## src/rtl/l2es_defines.svh

```systemverilog
// Register offsets, field positions, reset values and event selection codes of the L2 request event selector.
`ifndef L2ES_DEFINES_SVH
`define L2ES_DEFINES_SVH

// APB address width and register byte offsets.
`define L2ES_ADDR_W         8
`define L2ES_OFF_CTRL       8'h00
`define L2ES_OFF_SELECT     8'h04
`define L2ES_OFF_COUNT_LO   8'h08
`define L2ES_OFF_COUNT_HI   8'h0C
`define L2ES_OFF_STATUS     8'h10
`define L2ES_OFF_REQ_TOTAL  8'h14

// Control register fields.
`define L2ES_CTRL_EN_BIT    0
`define L2ES_CTRL_CLR_BIT   1
`define L2ES_CTRL_FRZ_BIT   2
`define L2ES_CTRL_W         3
`define L2ES_CTRL_RST       3'h0

// Select register fields: event code in the low byte, unit mask in the next.
`define L2ES_SEL_CODE_LSB   0
`define L2ES_SEL_UMASK_LSB  8
`define L2ES_SEL_RST        16'h0000

// Status register fields.
`define L2ES_ST_OVF_BIT     0
`define L2ES_ST_LEGAL_BIT   1
`define L2ES_ST_HIT_BIT     2
`define L2ES_ST_STATE_LSB   4

// Counter width.
`define L2ES_CNT_W          48

// Event codes.
`define L2ES_EVT_ALL_REQ    8'h24
`define L2ES_EVT_DATA_REQ   8'h26
`define L2ES_EVT_OWNERSHIP  8'h27

// Unit masks: low nibble is demand or store lane, high nibble is prefetch or lock lane.
`define L2ES_UM_LO_I        8'h01
`define L2ES_UM_LO_S        8'h02
`define L2ES_UM_LO_E        8'h04
`define L2ES_UM_LO_M        8'h08
`define L2ES_UM_LO_HIT      8'h0E
`define L2ES_UM_LO_ALL      8'h0F
`define L2ES_UM_HI_I        8'h10
`define L2ES_UM_HI_S        8'h20
`define L2ES_UM_HI_E        8'h40
`define L2ES_UM_HI_M        8'h80
`define L2ES_UM_HI_HIT      8'hE0
`define L2ES_UM_HI_ALL      8'hF0
`define L2ES_UM_ALL         8'hFF

`endif

```

## src/rtl/l2es_pkg.sv

```systemverilog
// Types shared by the L2 request event selector files.
package l2es_pkg;

    // Origin of a classified L2 request; code 7 is unused.
    typedef enum logic [2:0] {
        L2ES_SRC_CODE,
        L2ES_SRC_DEMAND_LOAD,
        L2ES_SRC_L1D_PREFETCH,
        L2ES_SRC_L2_PF_READ,
        L2ES_SRC_L2_PF_RFO,
        L2ES_SRC_STORE_RFO,
        L2ES_SRC_LOCK_RFO
    } l2es_src_t;

    // Coherence state of the target line.
    typedef enum logic [1:0] {
        L2ES_MESI_I,
        L2ES_MESI_S,
        L2ES_MESI_E,
        L2ES_MESI_M
    } l2es_mesi_t;

    // One request reported by the L2 pipeline.
    typedef struct packed {
        logic       valid;
        l2es_src_t  src;
        logic       from_prefetcher;
        l2es_mesi_t state;
    } l2es_req_t;

    // Event selection: unit mask and event code.
    typedef struct packed {
        logic [7:0] umask;
        logic [7:0] code;
    } l2es_sel_t;

endpackage

```

## src/rtl/l2es_top.sv

```systemverilog
// APB-controlled event selector and counter for classified L2 cache requests.
`timescale 1ns/100ps
`include "l2es_defines.svh"


module l2es_top #(
    parameter int CNT_W = `L2ES_CNT_W
) (
    input  wire logic                     pclk,
    input  wire logic                     presetn,
    input  wire logic                     psel,
    input  wire logic                     penable,
    input  wire logic                     pwrite,
    input  wire logic [`L2ES_ADDR_W-1:0]  paddr,
    input  wire logic [31:0]              pwdata,
    input  wire logic [3:0]               pstrb,
    output logic [31:0]                   prdata,
    output logic                          pready,
    output logic                          pslverr,
    input  wire l2es_pkg::l2es_req_t      req,
    output logic [CNT_W-1:0]              count_value,
    output logic                          count_overflow
);
    import l2es_pkg::*;

    localparam int HI_W = CNT_W - 32;

    // Merges write data into an old word under the byte strobes.
    function automatic logic [31:0] byte_merge(input logic [31:0] old, input logic [31:0] wd,
                                               input logic [3:0] strb);
        logic [31:0] res;
        res = old;
        for (int b = 0; b < 4; b++) begin
            if (strb[b]) begin
                res[8*b +: 8] = wd[8*b +: 8];
            end
        end
        return res;
    endfunction

    // Registers.
    logic [`L2ES_CTRL_W-1:0] ctrl_ff;
    logic [15:0]             sel_ff;
    logic [CNT_W-1:0]        count_ff;
    logic [HI_W-1:0]         hi_snap_ff;
    logic                    ovf_ff;
    logic [31:0]             req_total_ff;
    logic [31:0]             prdata_ff;
    logic                    clr_ff;

    // Next values.
    logic [`L2ES_CTRL_W-1:0] nxt_ctrl;
    logic [15:0]             nxt_sel;
    logic [CNT_W-1:0]        nxt_count;
    logic [HI_W-1:0]         nxt_hi_snap;
    logic                    nxt_ovf;
    logic [31:0]             nxt_req_total;
    logic [31:0]             nxt_prdata;
    logic                    nxt_clr;

    // Matcher outputs.
    logic                    inc_ff;
    logic                    sel_legal;
    logic [3:0]              state_oh_ff;

    // APB phase decode: setup captures read data, access completes a write.
    wire logic setup_ph   = psel && !penable;
    wire logic access_ph  = psel && penable;
    wire logic wr_access  = access_ph && pwrite;

    // Address decode.
    wire logic hit_ctrl   = (paddr == `L2ES_OFF_CTRL);
    wire logic hit_select = (paddr == `L2ES_OFF_SELECT);
    wire logic hit_cnt_lo = (paddr == `L2ES_OFF_COUNT_LO);
    wire logic hit_cnt_hi = (paddr == `L2ES_OFF_COUNT_HI);
    wire logic hit_status = (paddr == `L2ES_OFF_STATUS);
    wire logic hit_total  = (paddr == `L2ES_OFF_REQ_TOTAL);
    wire logic addr_hit   = hit_ctrl || hit_select || hit_cnt_lo || hit_cnt_hi || hit_status || hit_total;

    // Write strobes per register.
    wire logic wr_ctrl    = wr_access && hit_ctrl;
    wire logic wr_select  = wr_access && hit_select;
    wire logic wr_cnt_lo  = wr_access && hit_cnt_lo;
    wire logic wr_cnt_hi  = wr_access && hit_cnt_hi;
    wire logic wr_status  = wr_access && hit_status;
    wire logic rd_cnt_lo  = setup_ph && !pwrite && hit_cnt_lo;

    // Control fields.
    wire logic cnt_en     = ctrl_ff[`L2ES_CTRL_EN_BIT];
    wire logic frz_on_ovf = ctrl_ff[`L2ES_CTRL_FRZ_BIT];

    // The selection register is viewed as the package type by the matcher.
    wire l2es_sel_t sel_view = l2es_sel_t'(sel_ff);

    // Counter stepping: enabled, and not held by a frozen overflow.
    wire logic cnt_step   = inc_ff && cnt_en && !(frz_on_ovf && ovf_ff);
    wire logic cnt_wrap   = cnt_step && (&count_ff);
    wire logic ovf_clear  = wr_status && pstrb[0] && pwdata[`L2ES_ST_OVF_BIT];

    // Merged words for strobed register writes.
    wire logic [31:0] ctrl_merged = byte_merge({{(32-`L2ES_CTRL_W){1'b0}}, ctrl_ff}, pwdata, pstrb);
    wire logic [31:0] sel_merged  = byte_merge({16'h0000, sel_ff}, pwdata, pstrb);
    wire logic [31:0] lo_merged   = byte_merge(count_ff[31:0], pwdata, pstrb);
    wire logic [31:0] hi_merged   = byte_merge({{(32-HI_W){1'b0}}, count_ff[CNT_W-1:32]}, pwdata, pstrb);

    // Status word seen by software; the one-hot line state is folded back into its two-bit code.
    wire logic [31:0] status_word = {26'h0000000, state_oh_ff[3] | state_oh_ff[2], state_oh_ff[3] | state_oh_ff[1],
                                     1'b0, inc_ff, sel_legal, ovf_ff};

    // Read multiplexer; an unmapped address reads zero.
    logic [31:0] rd_word;
    always_comb begin
        rd_word = 32'h0000_0000;
        unique case (1'b1)
            hit_ctrl:   rd_word = {{(32-`L2ES_CTRL_W){1'b0}}, ctrl_ff};
            hit_select: rd_word = {16'h0000, sel_ff};
            hit_cnt_lo: rd_word = count_ff[31:0];
            hit_cnt_hi: rd_word = {{(32-HI_W){1'b0}}, hi_snap_ff};
            hit_status: rd_word = status_word;
            hit_total:  rd_word = req_total_ff;
            default:    rd_word = 32'h0000_0000;
        endcase
    end

    // Control register: the clear bit is a command and reads back as zero.
    always_comb begin
        nxt_ctrl = ctrl_ff;
        nxt_clr  = 1'b0;
        if (wr_ctrl) begin
            nxt_ctrl = ctrl_merged[`L2ES_CTRL_W-1:0];
            nxt_ctrl[`L2ES_CTRL_CLR_BIT] = 1'b0;
            nxt_clr  = pstrb[0] && pwdata[`L2ES_CTRL_CLR_BIT];
        end
    end

    // Event selection register.
    assign nxt_sel = wr_select ? sel_merged[15:0] : sel_ff;

    // Counter: clear, then software preset, then a matched request; a write wins over a step in its cycle.
    always_comb begin
        nxt_count = count_ff;
        if (clr_ff) begin
            nxt_count = '0;
        end else if (wr_cnt_lo) begin
            nxt_count[31:0] = lo_merged;
        end else if (wr_cnt_hi) begin
            nxt_count[CNT_W-1:32] = hi_merged[HI_W-1:0];
        end else if (cnt_step) begin
            nxt_count = count_ff + {{(CNT_W-1){1'b0}}, 1'b1};
        end
    end

    // Overflow flag: a wrap in the cycle of a status clear keeps the flag set; the clear command wins over a wrap.
    always_comb begin
        nxt_ovf = ovf_ff;
        if (ovf_clear || clr_ff) begin
            nxt_ovf = 1'b0;
        end
        if (cnt_wrap && !clr_ff && !wr_cnt_lo && !wr_cnt_hi) begin
            nxt_ovf = 1'b1;
        end
    end

    // Reading the low word freezes the upper bits so that a two-word read is coherent.
    assign nxt_hi_snap   = rd_cnt_lo ? count_ff[CNT_W-1:32] : hi_snap_ff;

    // Every reported request is counted here regardless of the selection.
    assign nxt_req_total = req.valid ? req_total_ff + 32'h0000_0001 : req_total_ff;

    // Read data are captured in the setup phase and held through the access phase.
    assign nxt_prdata    = (setup_ph && !pwrite) ? rd_word : prdata_ff;

    // Classifies each request against the current selection.
    l2es_match u_match (
        .pclk        (pclk),
        .presetn     (presetn),
        .sel         (sel_view),
        .req         (req),
        .inc_ff      (inc_ff),
        .legal       (sel_legal),
        .state_oh_ff (state_oh_ff)
    );

    // Configuration registers.
    always_ff @(posedge pclk or negedge presetn) begin
        if (!presetn) begin
            ctrl_ff <= `L2ES_CTRL_RST;
            sel_ff  <= `L2ES_SEL_RST;
            clr_ff  <= 1'b0;
        end else begin
            ctrl_ff <= nxt_ctrl;
            sel_ff  <= nxt_sel;
            clr_ff  <= nxt_clr;
        end
    end

    // Counter, overflow and snapshot registers.
    always_ff @(posedge pclk or negedge presetn) begin
        if (!presetn) begin
            count_ff   <= '0;
            ovf_ff     <= 1'b0;
            hi_snap_ff <= '0;
        end else begin
            count_ff   <= nxt_count;
            ovf_ff     <= nxt_ovf;
            hi_snap_ff <= nxt_hi_snap;
        end
    end

    // Request total and read data registers.
    always_ff @(posedge pclk or negedge presetn) begin
        if (!presetn) begin
            req_total_ff <= 32'h0000_0000;
            prdata_ff    <= 32'h0000_0000;
        end else begin
            req_total_ff <= nxt_req_total;
            prdata_ff    <= nxt_prdata;
        end
    end

    // Bus answers: no wait states, and an error for an unmapped address.
    assign pready         = 1'b1;
    assign pslverr        = access_ph && !addr_hit;
    assign prdata         = prdata_ff;

    // Counter state brought out for the surrounding logic.
    assign count_value    = count_ff;
    assign count_overflow = ovf_ff;

endmodule // l2es_top

```

## src/rtl/l2es_match.sv

```systemverilog
// Request classifier that decides whether a reported L2 request matches the selected event.
`timescale 1ns/100ps
`include "l2es_defines.svh"

module l2es_match (
    input  wire logic                pclk,
    input  wire logic                presetn,
    input  wire l2es_pkg::l2es_sel_t sel,
    input  wire l2es_pkg::l2es_req_t req,
    output logic                     inc_ff,
    output logic                     legal,
    output logic [3:0]               state_oh_ff
);
    import l2es_pkg::*;

    // One-hot line state; a prefetch ownership read of a shared line is a miss, a prefetch read stays a hit.
    function automatic logic [3:0] state_bits(input l2es_req_t r);
        logic [3:0] oh;
        oh = 4'h1 << r.state;
        if (r.src == L2ES_SRC_L2_PF_RFO && r.state == L2ES_MESI_S) begin
            oh = 4'h1;
        end
        return oh;
    endfunction

    // Only the listed code and mask pairs count.
    function automatic logic sel_legal(input l2es_sel_t s);
        unique case (s.code)
            `L2ES_EVT_ALL_REQ:   return s.umask == `L2ES_UM_ALL;
            `L2ES_EVT_DATA_REQ:  return s.umask inside {`L2ES_UM_LO_I, `L2ES_UM_LO_S, `L2ES_UM_LO_E, `L2ES_UM_LO_M,
                                                        `L2ES_UM_LO_ALL, `L2ES_UM_HI_I, `L2ES_UM_HI_S, `L2ES_UM_HI_E,
                                                        `L2ES_UM_HI_M, `L2ES_UM_HI_ALL, `L2ES_UM_ALL};
            `L2ES_EVT_OWNERSHIP: return s.umask inside {`L2ES_UM_LO_I, `L2ES_UM_LO_S, `L2ES_UM_LO_M, `L2ES_UM_LO_HIT,
                                                        `L2ES_UM_LO_ALL, `L2ES_UM_HI_I, `L2ES_UM_HI_S, `L2ES_UM_HI_E,
                                                        `L2ES_UM_HI_M, `L2ES_UM_HI_HIT, `L2ES_UM_HI_ALL};
            default:             return 1'b0;
        endcase
    endfunction

    // Places the request's state bit in the lane of the unit mask that its category owns.
    function automatic logic [7:0] req_bits(input logic [7:0] code, input l2es_req_t r);
        logic [3:0] oh;
        oh = state_bits(r);
        unique case (code)
            `L2ES_EVT_ALL_REQ:   return `L2ES_UM_ALL;
            `L2ES_EVT_DATA_REQ: begin
                if (r.src inside {L2ES_SRC_DEMAND_LOAD, L2ES_SRC_L1D_PREFETCH}) return {4'h0, oh};
                if (r.src inside {L2ES_SRC_L2_PF_READ, L2ES_SRC_L2_PF_RFO}) return {oh, 4'h0};
                return 8'h00;
            end
            `L2ES_EVT_OWNERSHIP: begin
                if (r.src == L2ES_SRC_STORE_RFO && !r.from_prefetcher) return {4'h0, oh};
                if (r.src == L2ES_SRC_LOCK_RFO) return {oh, 4'h0};
                return 8'h00;
            end
            default:             return 8'h00;
        endcase
    endfunction

    // Match decision: unions of mask bits follow from the bitwise test.
    wire logic [7:0] hit_bits = req_bits(sel.code, req) & sel.umask;
    wire logic       nxt_inc  = req.valid && legal && (hit_bits != 8'h00);

    assign legal = sel_legal(sel);

    // Registers the increment pulse and the last request's state.
    always_ff @(posedge pclk or negedge presetn) begin
        if (!presetn) begin
            inc_ff      <= 1'b0;
            state_oh_ff <= 4'h0;
        end else begin
            inc_ff      <= nxt_inc;
            state_oh_ff <= req.valid ? state_bits(req) : state_oh_ff;
        end
    end

endmodule // l2es_match

```

## config.mk

```make
export PLATFORM = sky130hd
export DESIGN_NAME = l2es_top
export DESIGN_NICKNAME = d
export VERILOG_FILES = /design/src/rtl/l2es_pkg.sv /design/src/rtl/l2es_top.sv /design/src/rtl/l2es_match.sv
export VERILOG_INCLUDE_DIRS = /design/src /design/src/rtl
export SDC_FILE = /design/constraint.sdc
export NUM_CORES = 1
export LEC_CHECK = 0
export ABC_CLOCK_PERIOD_IN_PS = 4400
export BUFFER_PORTS_ARGS = -buffer_cell sky130_fd_sc_hd__buf_2
export CORE_MARGIN = 2
export CORE_UTILIZATION = 60
export CTS_BUF_LIST = sky130_fd_sc_hd__clkbuf_8 sky130_fd_sc_hd__clkbuf_16
export DETAILED_ROUTE_END_ITERATION = 8
export GPL_ROUTABILITY_DRIVEN = 0
export GPL_TIMING_DRIVEN = 0
export MAX_ROUTING_LAYER = met4
export PLACE_DENSITY_LB_ADDON = 0.2
export REMOVE_ABC_BUFFERS = 1
export SETUP_SLACK_MARGIN = 0.2
export SLEW_MARGIN = 20
export SYNTH_ARGS = -nofsm -noshare
export SYNTH_HDL_FRONTEND = slang
export SYNTH_SLANG_ARGS = --single-unit
```

## constraint.sdc

```tcl
create_clock -name pclk -period 4.4 [get_ports pclk]
set_input_delay 0.44 -clock pclk [delete_from_list [all_inputs] [get_ports pclk]]
set_output_delay 0.44 -clock pclk [all_outputs]
set_load 0.01 [all_outputs]
```

### After elaboration in Yosys (flattened, before gate mapping)

Index checks and enable logic that the tools add are counted.

* memory bits (writable): 0
* memories: 0
* memory bits (read-only): 0
* word-level logic and storage cells: 151
* output and inout port bits: 83
* bits in latches: 0
* input port bits: 56
* flip-flop bits (word level): 153

* $lt $le $gt $ge: 0
* shifts and indexed selects: 1
* divide/modulo/power cells: 0
* add/sub/neg operators: 2
* multiply operators: 0
* muxes and demuxes: 35
* reduce and logical (&&, ||, !) cells: 58
* eq/ne operators: 36
* bitwise operators: 3

Operators by type and width (count)
* 32-bit one-hot mux with 6 select lines: 1
* 48-bit two-way mux: 2
* 8-bit two-way mux: 12
* 32-bit two-way mux: 2
* 48-bit by 1-bit adder with 48-bit output, second input constant: 1
* 48-bit AND reduction: 1
* 8-bit by 4-bit equality test with 1-bit output, second input constant: 5
* 32-bit by 1-bit adder with 32-bit output, second input constant: 1
* 8-bit by 6-bit equality test with 1-bit output, second input constant: 4
* 8-bit equality test, second input constant: 4
* 16-bit two-way mux: 2
* 1-bit logical AND: 25
* 8-bit by 5-bit equality test with 1-bit output, second input constant: 3
* 8-bit one-hot mux with 3 select lines: 1
* 11-bit nonzero test: 2
* 3-bit inequality test, second input constant: 7
* 3-bit AND reduction: 6
* 8-bit by 3-bit equality test with 1-bit output, second input constant: 2
* 1-bit two-way mux: 13
* 3-bit equality test, second input constant: 3
* 8-bit bitwise AND: 1
* 8-bit by 1-bit equality test with 1-bit output, second input constant: 1
* 8-bit by 2-bit equality test with 1-bit output, second input constant: 1
* 8-bit by 7-bit equality test with 1-bit output, second input constant: 1
* 15 further kinds: 34

### Logic depth before layout (Yosys ltp)

* depth after elaboration: 12
* mapped depth: 10
* gate-level depth less buffers: 7

### Modules after synthesis

From an unflattened synthesis, not the netlist that was laid out.

* cell total of the unflattened synthesis: 920
* area, all modules: 8515.7 µm²

By module, submodules not included
* l2es_top: cells an instance 849, sequential area each 3703.6 µm², instances 1, area an instance 7933.9 µm²
* l2es_match: cells an instance 71, sequential area each 125.1 µm², instances 1, area an instance 581.8 µm²

### Least setup slack after synthesis

No wires, ideal clock.

* path type: input to register
* start: input port paddr[5]
* end: register count_ff[0], in the netlist count_value[0]
* required time: 4.270 ns
* data arrival time: 2.446 ns
* buffers on the path: 3
* setup time: 0.130 ns
* stages: 9
* setup slack: 1.823 ns
* cell sequence: or4_1 -> or4_1 -> buf_2 -> a21o_1 -> buf_6 -> a21oi_4 -> or2_1 -> buf_6 -> o31ai_2

* cells in the longest elaborated chain, start to end: 4
* elaborated cells between the ends (all ways): 10
* those cells by class: eq/ne: 4; mux: 2; reduce/logical: 4

Ends and longest elaborated chain
* start, declared: line l2es_top.sv:14 `` input wire logic [`L2ES_ADDR_W-1:0] paddr, ``
* 8-bit by 4-bit equality test with 1-bit output (no source line)
* 1-bit logical AND (on tied branches): line l2es_top.sv:83, l2es_top.sv:84
* 3-bit inequality test (no source line), or another cell as far along
* 3-bit AND reduction (no source line) / 48-bit two-way mux (equally long branches)
* end signal, assigned: line l2es_top.sv:204 `count_ff <= nxt_count;`
* end, declared: line l2es_top.sv:44 `logic [CNT_W-1:0] count_ff;`

Parallel ways exist; a longest one is shown, timed or not.
A chain may end at the register's enable or synchronous reset.

### Final worst setup path

Ends and elaborated chain as after synthesis.

==> out/metrics.yaml <==
run_status:
  run_status: "finished, final reports clean"
clocking:
  cts_hold_buf: 1
  numClockSinks: 152
  post-cts-setup-buffer-count: 0
  cts.repair.resized: 0
  ctsLongestPathBuffers: 2
  clk_pin_slew_ns: 0.06
  cts_made_buffers: 17
  clk_latency_ns: 0.43
  cts-root-buf: "clkbuf_16"
  htreeDepth: 4
  cts_tree: "built"
placed_design:
  dp.cells: 1208
  place_hpwl_mm: 18.27
  pre_cts_slack_ns: 0.6188
  portBuffers: 137
yosys:
  synth_area_sq_um: 8747
  synth-seq-cells: 152
  async_reset_ff_share_pct: 100.0
  synth_edf_count: 0
  avgSynthCellArea_sq_um: 9.276
  yosysWarnings: 0
  synth-seq-area-share_pct: 43.48
  ys.flop_type: "dfrtp_1"
  synth_cell_type_count: 70
  synth_cells: 943
worst_setup_path:
  critical_path_class: "input port to flip-flop"
  cp.required_ns: 4.75
  endpoint_kind: "flip-flop"
  crit_arrival_ns: 3.68
  path_cells: "buf_2, or4_1, or4_1, nor2_4, a21oi_4, or2_1, o31ai_2"
  r2r_slack_ns: 1.31
  crit_slowest_cell: "or4_1"
  crit_family: "simple AND/OR/NAND/NOR gates"
  critPathLaunchType: "input port"
  worst_path_largest_cell_delay_ns: 0.77
  cpMostUsedCell: "or4_1"
  crit_path_max_fanout: 29
  worstReg2RegEnd: "count_value[38]"
  crit_cells: 7
  critical_path_buf_inv_count: 1
  rr_worst_depth: 6
  rr_startpoint: "count_value[4]"
power_and_ir_drop:
  swShare_pct: 24.25
  p_switching_uw: 773.8
  p_per_area_nw_per_um2: 317.2
  leakagePower_nw: 4.424
  p_comb_share_pct: 6.2
  seq_power_share_pct: 46.9
  internal-power_mw: 2.417
  ir_drop_v: 0.0002631
  clkPwrFrac_pct: 46.9
timing:
  tightest_slew_ns: 1.125
  min_period_ns: 3.334
  setup_ws_ns: 1.066
  skew_ns: 0.005634
  slew_viol_final: 0
  hold_viol: 0
  period_share_pct: 75.77
  clock.fmax_mhz: 300.0
  relSlewSlack_pct: 24.42
  setup_tns_ns: 0
  rsz0062_at_grt: "false"
  setup_viol: 0
routing:
  wl_mm: 25.90
  drc_errors: 0
  drtAntennaViolNets: 0
  drt_iter0_markers: 885
  route.vias.total: 8298
  wl_per_cell_um: 20.87
  first_pass_iters: 6
  via_per_inst: 6.687
global_route:
  grt_max_degree: 94
  grt.total_usage_pct: 34.72
  grt_pass1_vias: 7737
  grt.overflow.total: 0
  grt_pass1_wl_mm: 41.68
  antenna_found_initial: 0
hold_path:
  hold_end: "count_value[27]"
  hold_path_depth: 3
  min_from: "pwdata[27]"
  hp-class: "input port to flip-flop"
floorplan:
  core_area_sq_um: 14370
  start_util_pct: 60.88
  io_pins: 139
  num_rows: 44
  die_area_sq_um: 15560
  die_width_um: 124.7
  die_y_um: 124.7
layout:
  instances_no_fill: 1241
  diodes: 0
  drive_above_1_share_pct: 23.27
  final_util_pct: 70.02
  synthToLayoutAreaGrowth_pct: 15.02
  nets: 1102
job:
  drv_cap: 0
==> cells in the mapped netlist (4+ instances only) <==
cell | number | area, sq um
buf_2 | 15 | 75.07
a32oi_1 | 4 | 35.03
nor4b_1 | 7 | 61.31
nand3b_1 | 5 | 37.54
or4_1 | 7 | 52.55
xnor2_1 | 25 | 219.0
o31a_1 | 5 | 43.79
nand2_1 | 87 | 326.6
a222oi_1 | 12 | 120.1
nor3_1 | 24 | 120.1
nand2b_1 | 5 | 31.28
and3_1 | 28 | 175.2
nor2b_1 | 7 | 43.79
o21ai_0 | 97 | 485.5
o2bb2ai_1 | 6 | 52.55
o21ai_1 | 16 | 80.08
or3_1 | 7 | 43.79
dfrtp_1 | 152 | 3804
xor2_1 | 13 | 113.9
o31ai_1 | 5 | 37.54
a31oi_1 | 10 | 62.56
a21oi_4 | 4 | 65.06
and2_1 | 7 | 43.79
nand3_1 | 41 | 205.2
clkbuf_1 | 31 | 116.4
a21oi_1 | 41 | 205.2
nor3b_1 | 5 | 37.54
mux2_2 | 48 | 540.5
a22oi_1 | 19 | 142.6
and4_1 | 7 | 61.31
buf_1 | 7 | 26.28
nand4_1 | 27 | 168.9
nor4_1 | 26 | 162.7
mux2i_1 | 14 | 140.1
o21ai_2 | 6 | 52.55
inv_1 | 11 | 41.29
or2_2 | 4 | 25.02
nor2_1 | 56 | 210.2
==> registers in the layout (all words and copies together), names as in the netlist <==
name	flops
count_value	48
prdata	32
req_total_ff	32
hi_snap_ff	16
sel_ff	16
u_match.state_oh_ff	3
ctrl_ff	2
clr_ff	1
count_overflow	1
u_match.inc_ff	1
==> stage by stage <==
| stage | hold WS, ns | power [mW] | cell area, sq um |
|---|---|---|---|
| floorplan | 0.1444 | 1.592 | 8473 |
| CTS | 0.2756 | 3.186 | 10060 |
| finish | 0.2810 | 3.191 | 10060 |
| global placement | 0.4575 | 1.702 | 9389 |
| global route | 0.2886 | 3.290 | 10060 |
| detailed placement | 0.4090 | 1.716 | 9450 |
==> how the worst max path moves through the flow <==
stage,start,endpoint,slack [ns]
floorplan,paddr[5],count_value[36],1.21
global placement,paddr[5],count_value[36],0.37
detailed placement,paddr[5],count_value[0],0.62
CTS,paddr[5],count_value[0],1.06
global route,paddr[5],count_value[0],0.93
finish,paddr[5],count_value[0],1.07
==> kinds of logic (layout without fill, tap and decap cells) <==
kind of cell,Yosys count,count (layout),share of synthesized area (%)
and+or+nand+nor,366,366,22.61
adders and majority gates,2,2,0.2860
DFF,152,152,43.48
AOI/OAI and AO/OA,252,252,18.38
other,1,1,0.04287
xor gates and xnor gates,38,38,3.805
buffers and inverters,70,184,3.605
muxes,62,62,7.781
==> layer usage <==
| metal | up-vias | GRT usage [%] | share of wire [%] |
|---|---|---|---|
| met1 | 4049 | 48.39 | 43 |
| met5 | - | - | 0 |
| met3 | 71 | 7.474 | 8.5 |
| met4 | 0 | 13.55 | 3.2 |
| li1 | 3737 | - | - |
| met2 | 441 | 49.98 | 45 |
==> power groups by stage <==
stage | Clock [mW] | Combinational [mW] | Sequential, mW
2_1_floorplan | 0 | 0.0941 | 1.50
3_3_place_gp | 0 | 0.186 | 1.52
3_5_place_dp | 0 | 0.199 | 1.52
4_1_cts | 1.49 | 0.199 | 1.49
5_1_grt | 1.57 | 0.220 | 1.50
6_report | 1.50 | 0.198 | 1.50
==> cell type report <==
class	instances	area (sq um)
fillers	1139	4308
inverters	11	41.29
clock inverters	14	157.7
well taps	184	230.2
clock buffers	18	439.2
flip-flops and latches	152	3804
multi-input cells	721	4637
repair buffers	141	752.0
==> worst reg2reg max path: cells and delay by family (launching register included) <==
kind	cells	cell delay [ns]
and+or+nand+nor	4	2.07
AOI/OAI and AO/OA	2	0.48
DFF	1	0.46
==> placed cells by master, fill, tap and decap left out, types with 7 or more instances in the layout <==
cell type    n
or4_1        7
o21ai_1     16
buf_2      136
a21oi_1     41
and3_1      28
o21ai_0     97
xnor2_1     25
clkbuf_16   17
mux2i_1     14
mux2_2      48
a31oi_1     10
inv_1       13
a222oi_1    12
nor3_1      23
dfrtp_1    152
nand2_1     87
nand4_1     27
a22oi_1     19
and4_1       7
nand3_1     41
nor4_1      26
nor2_1      55
nor2b_1      7
nor4b_1      7
xor2_1      13
or3_1        7
Note: power is estimated with default switching activity, not from simulation.
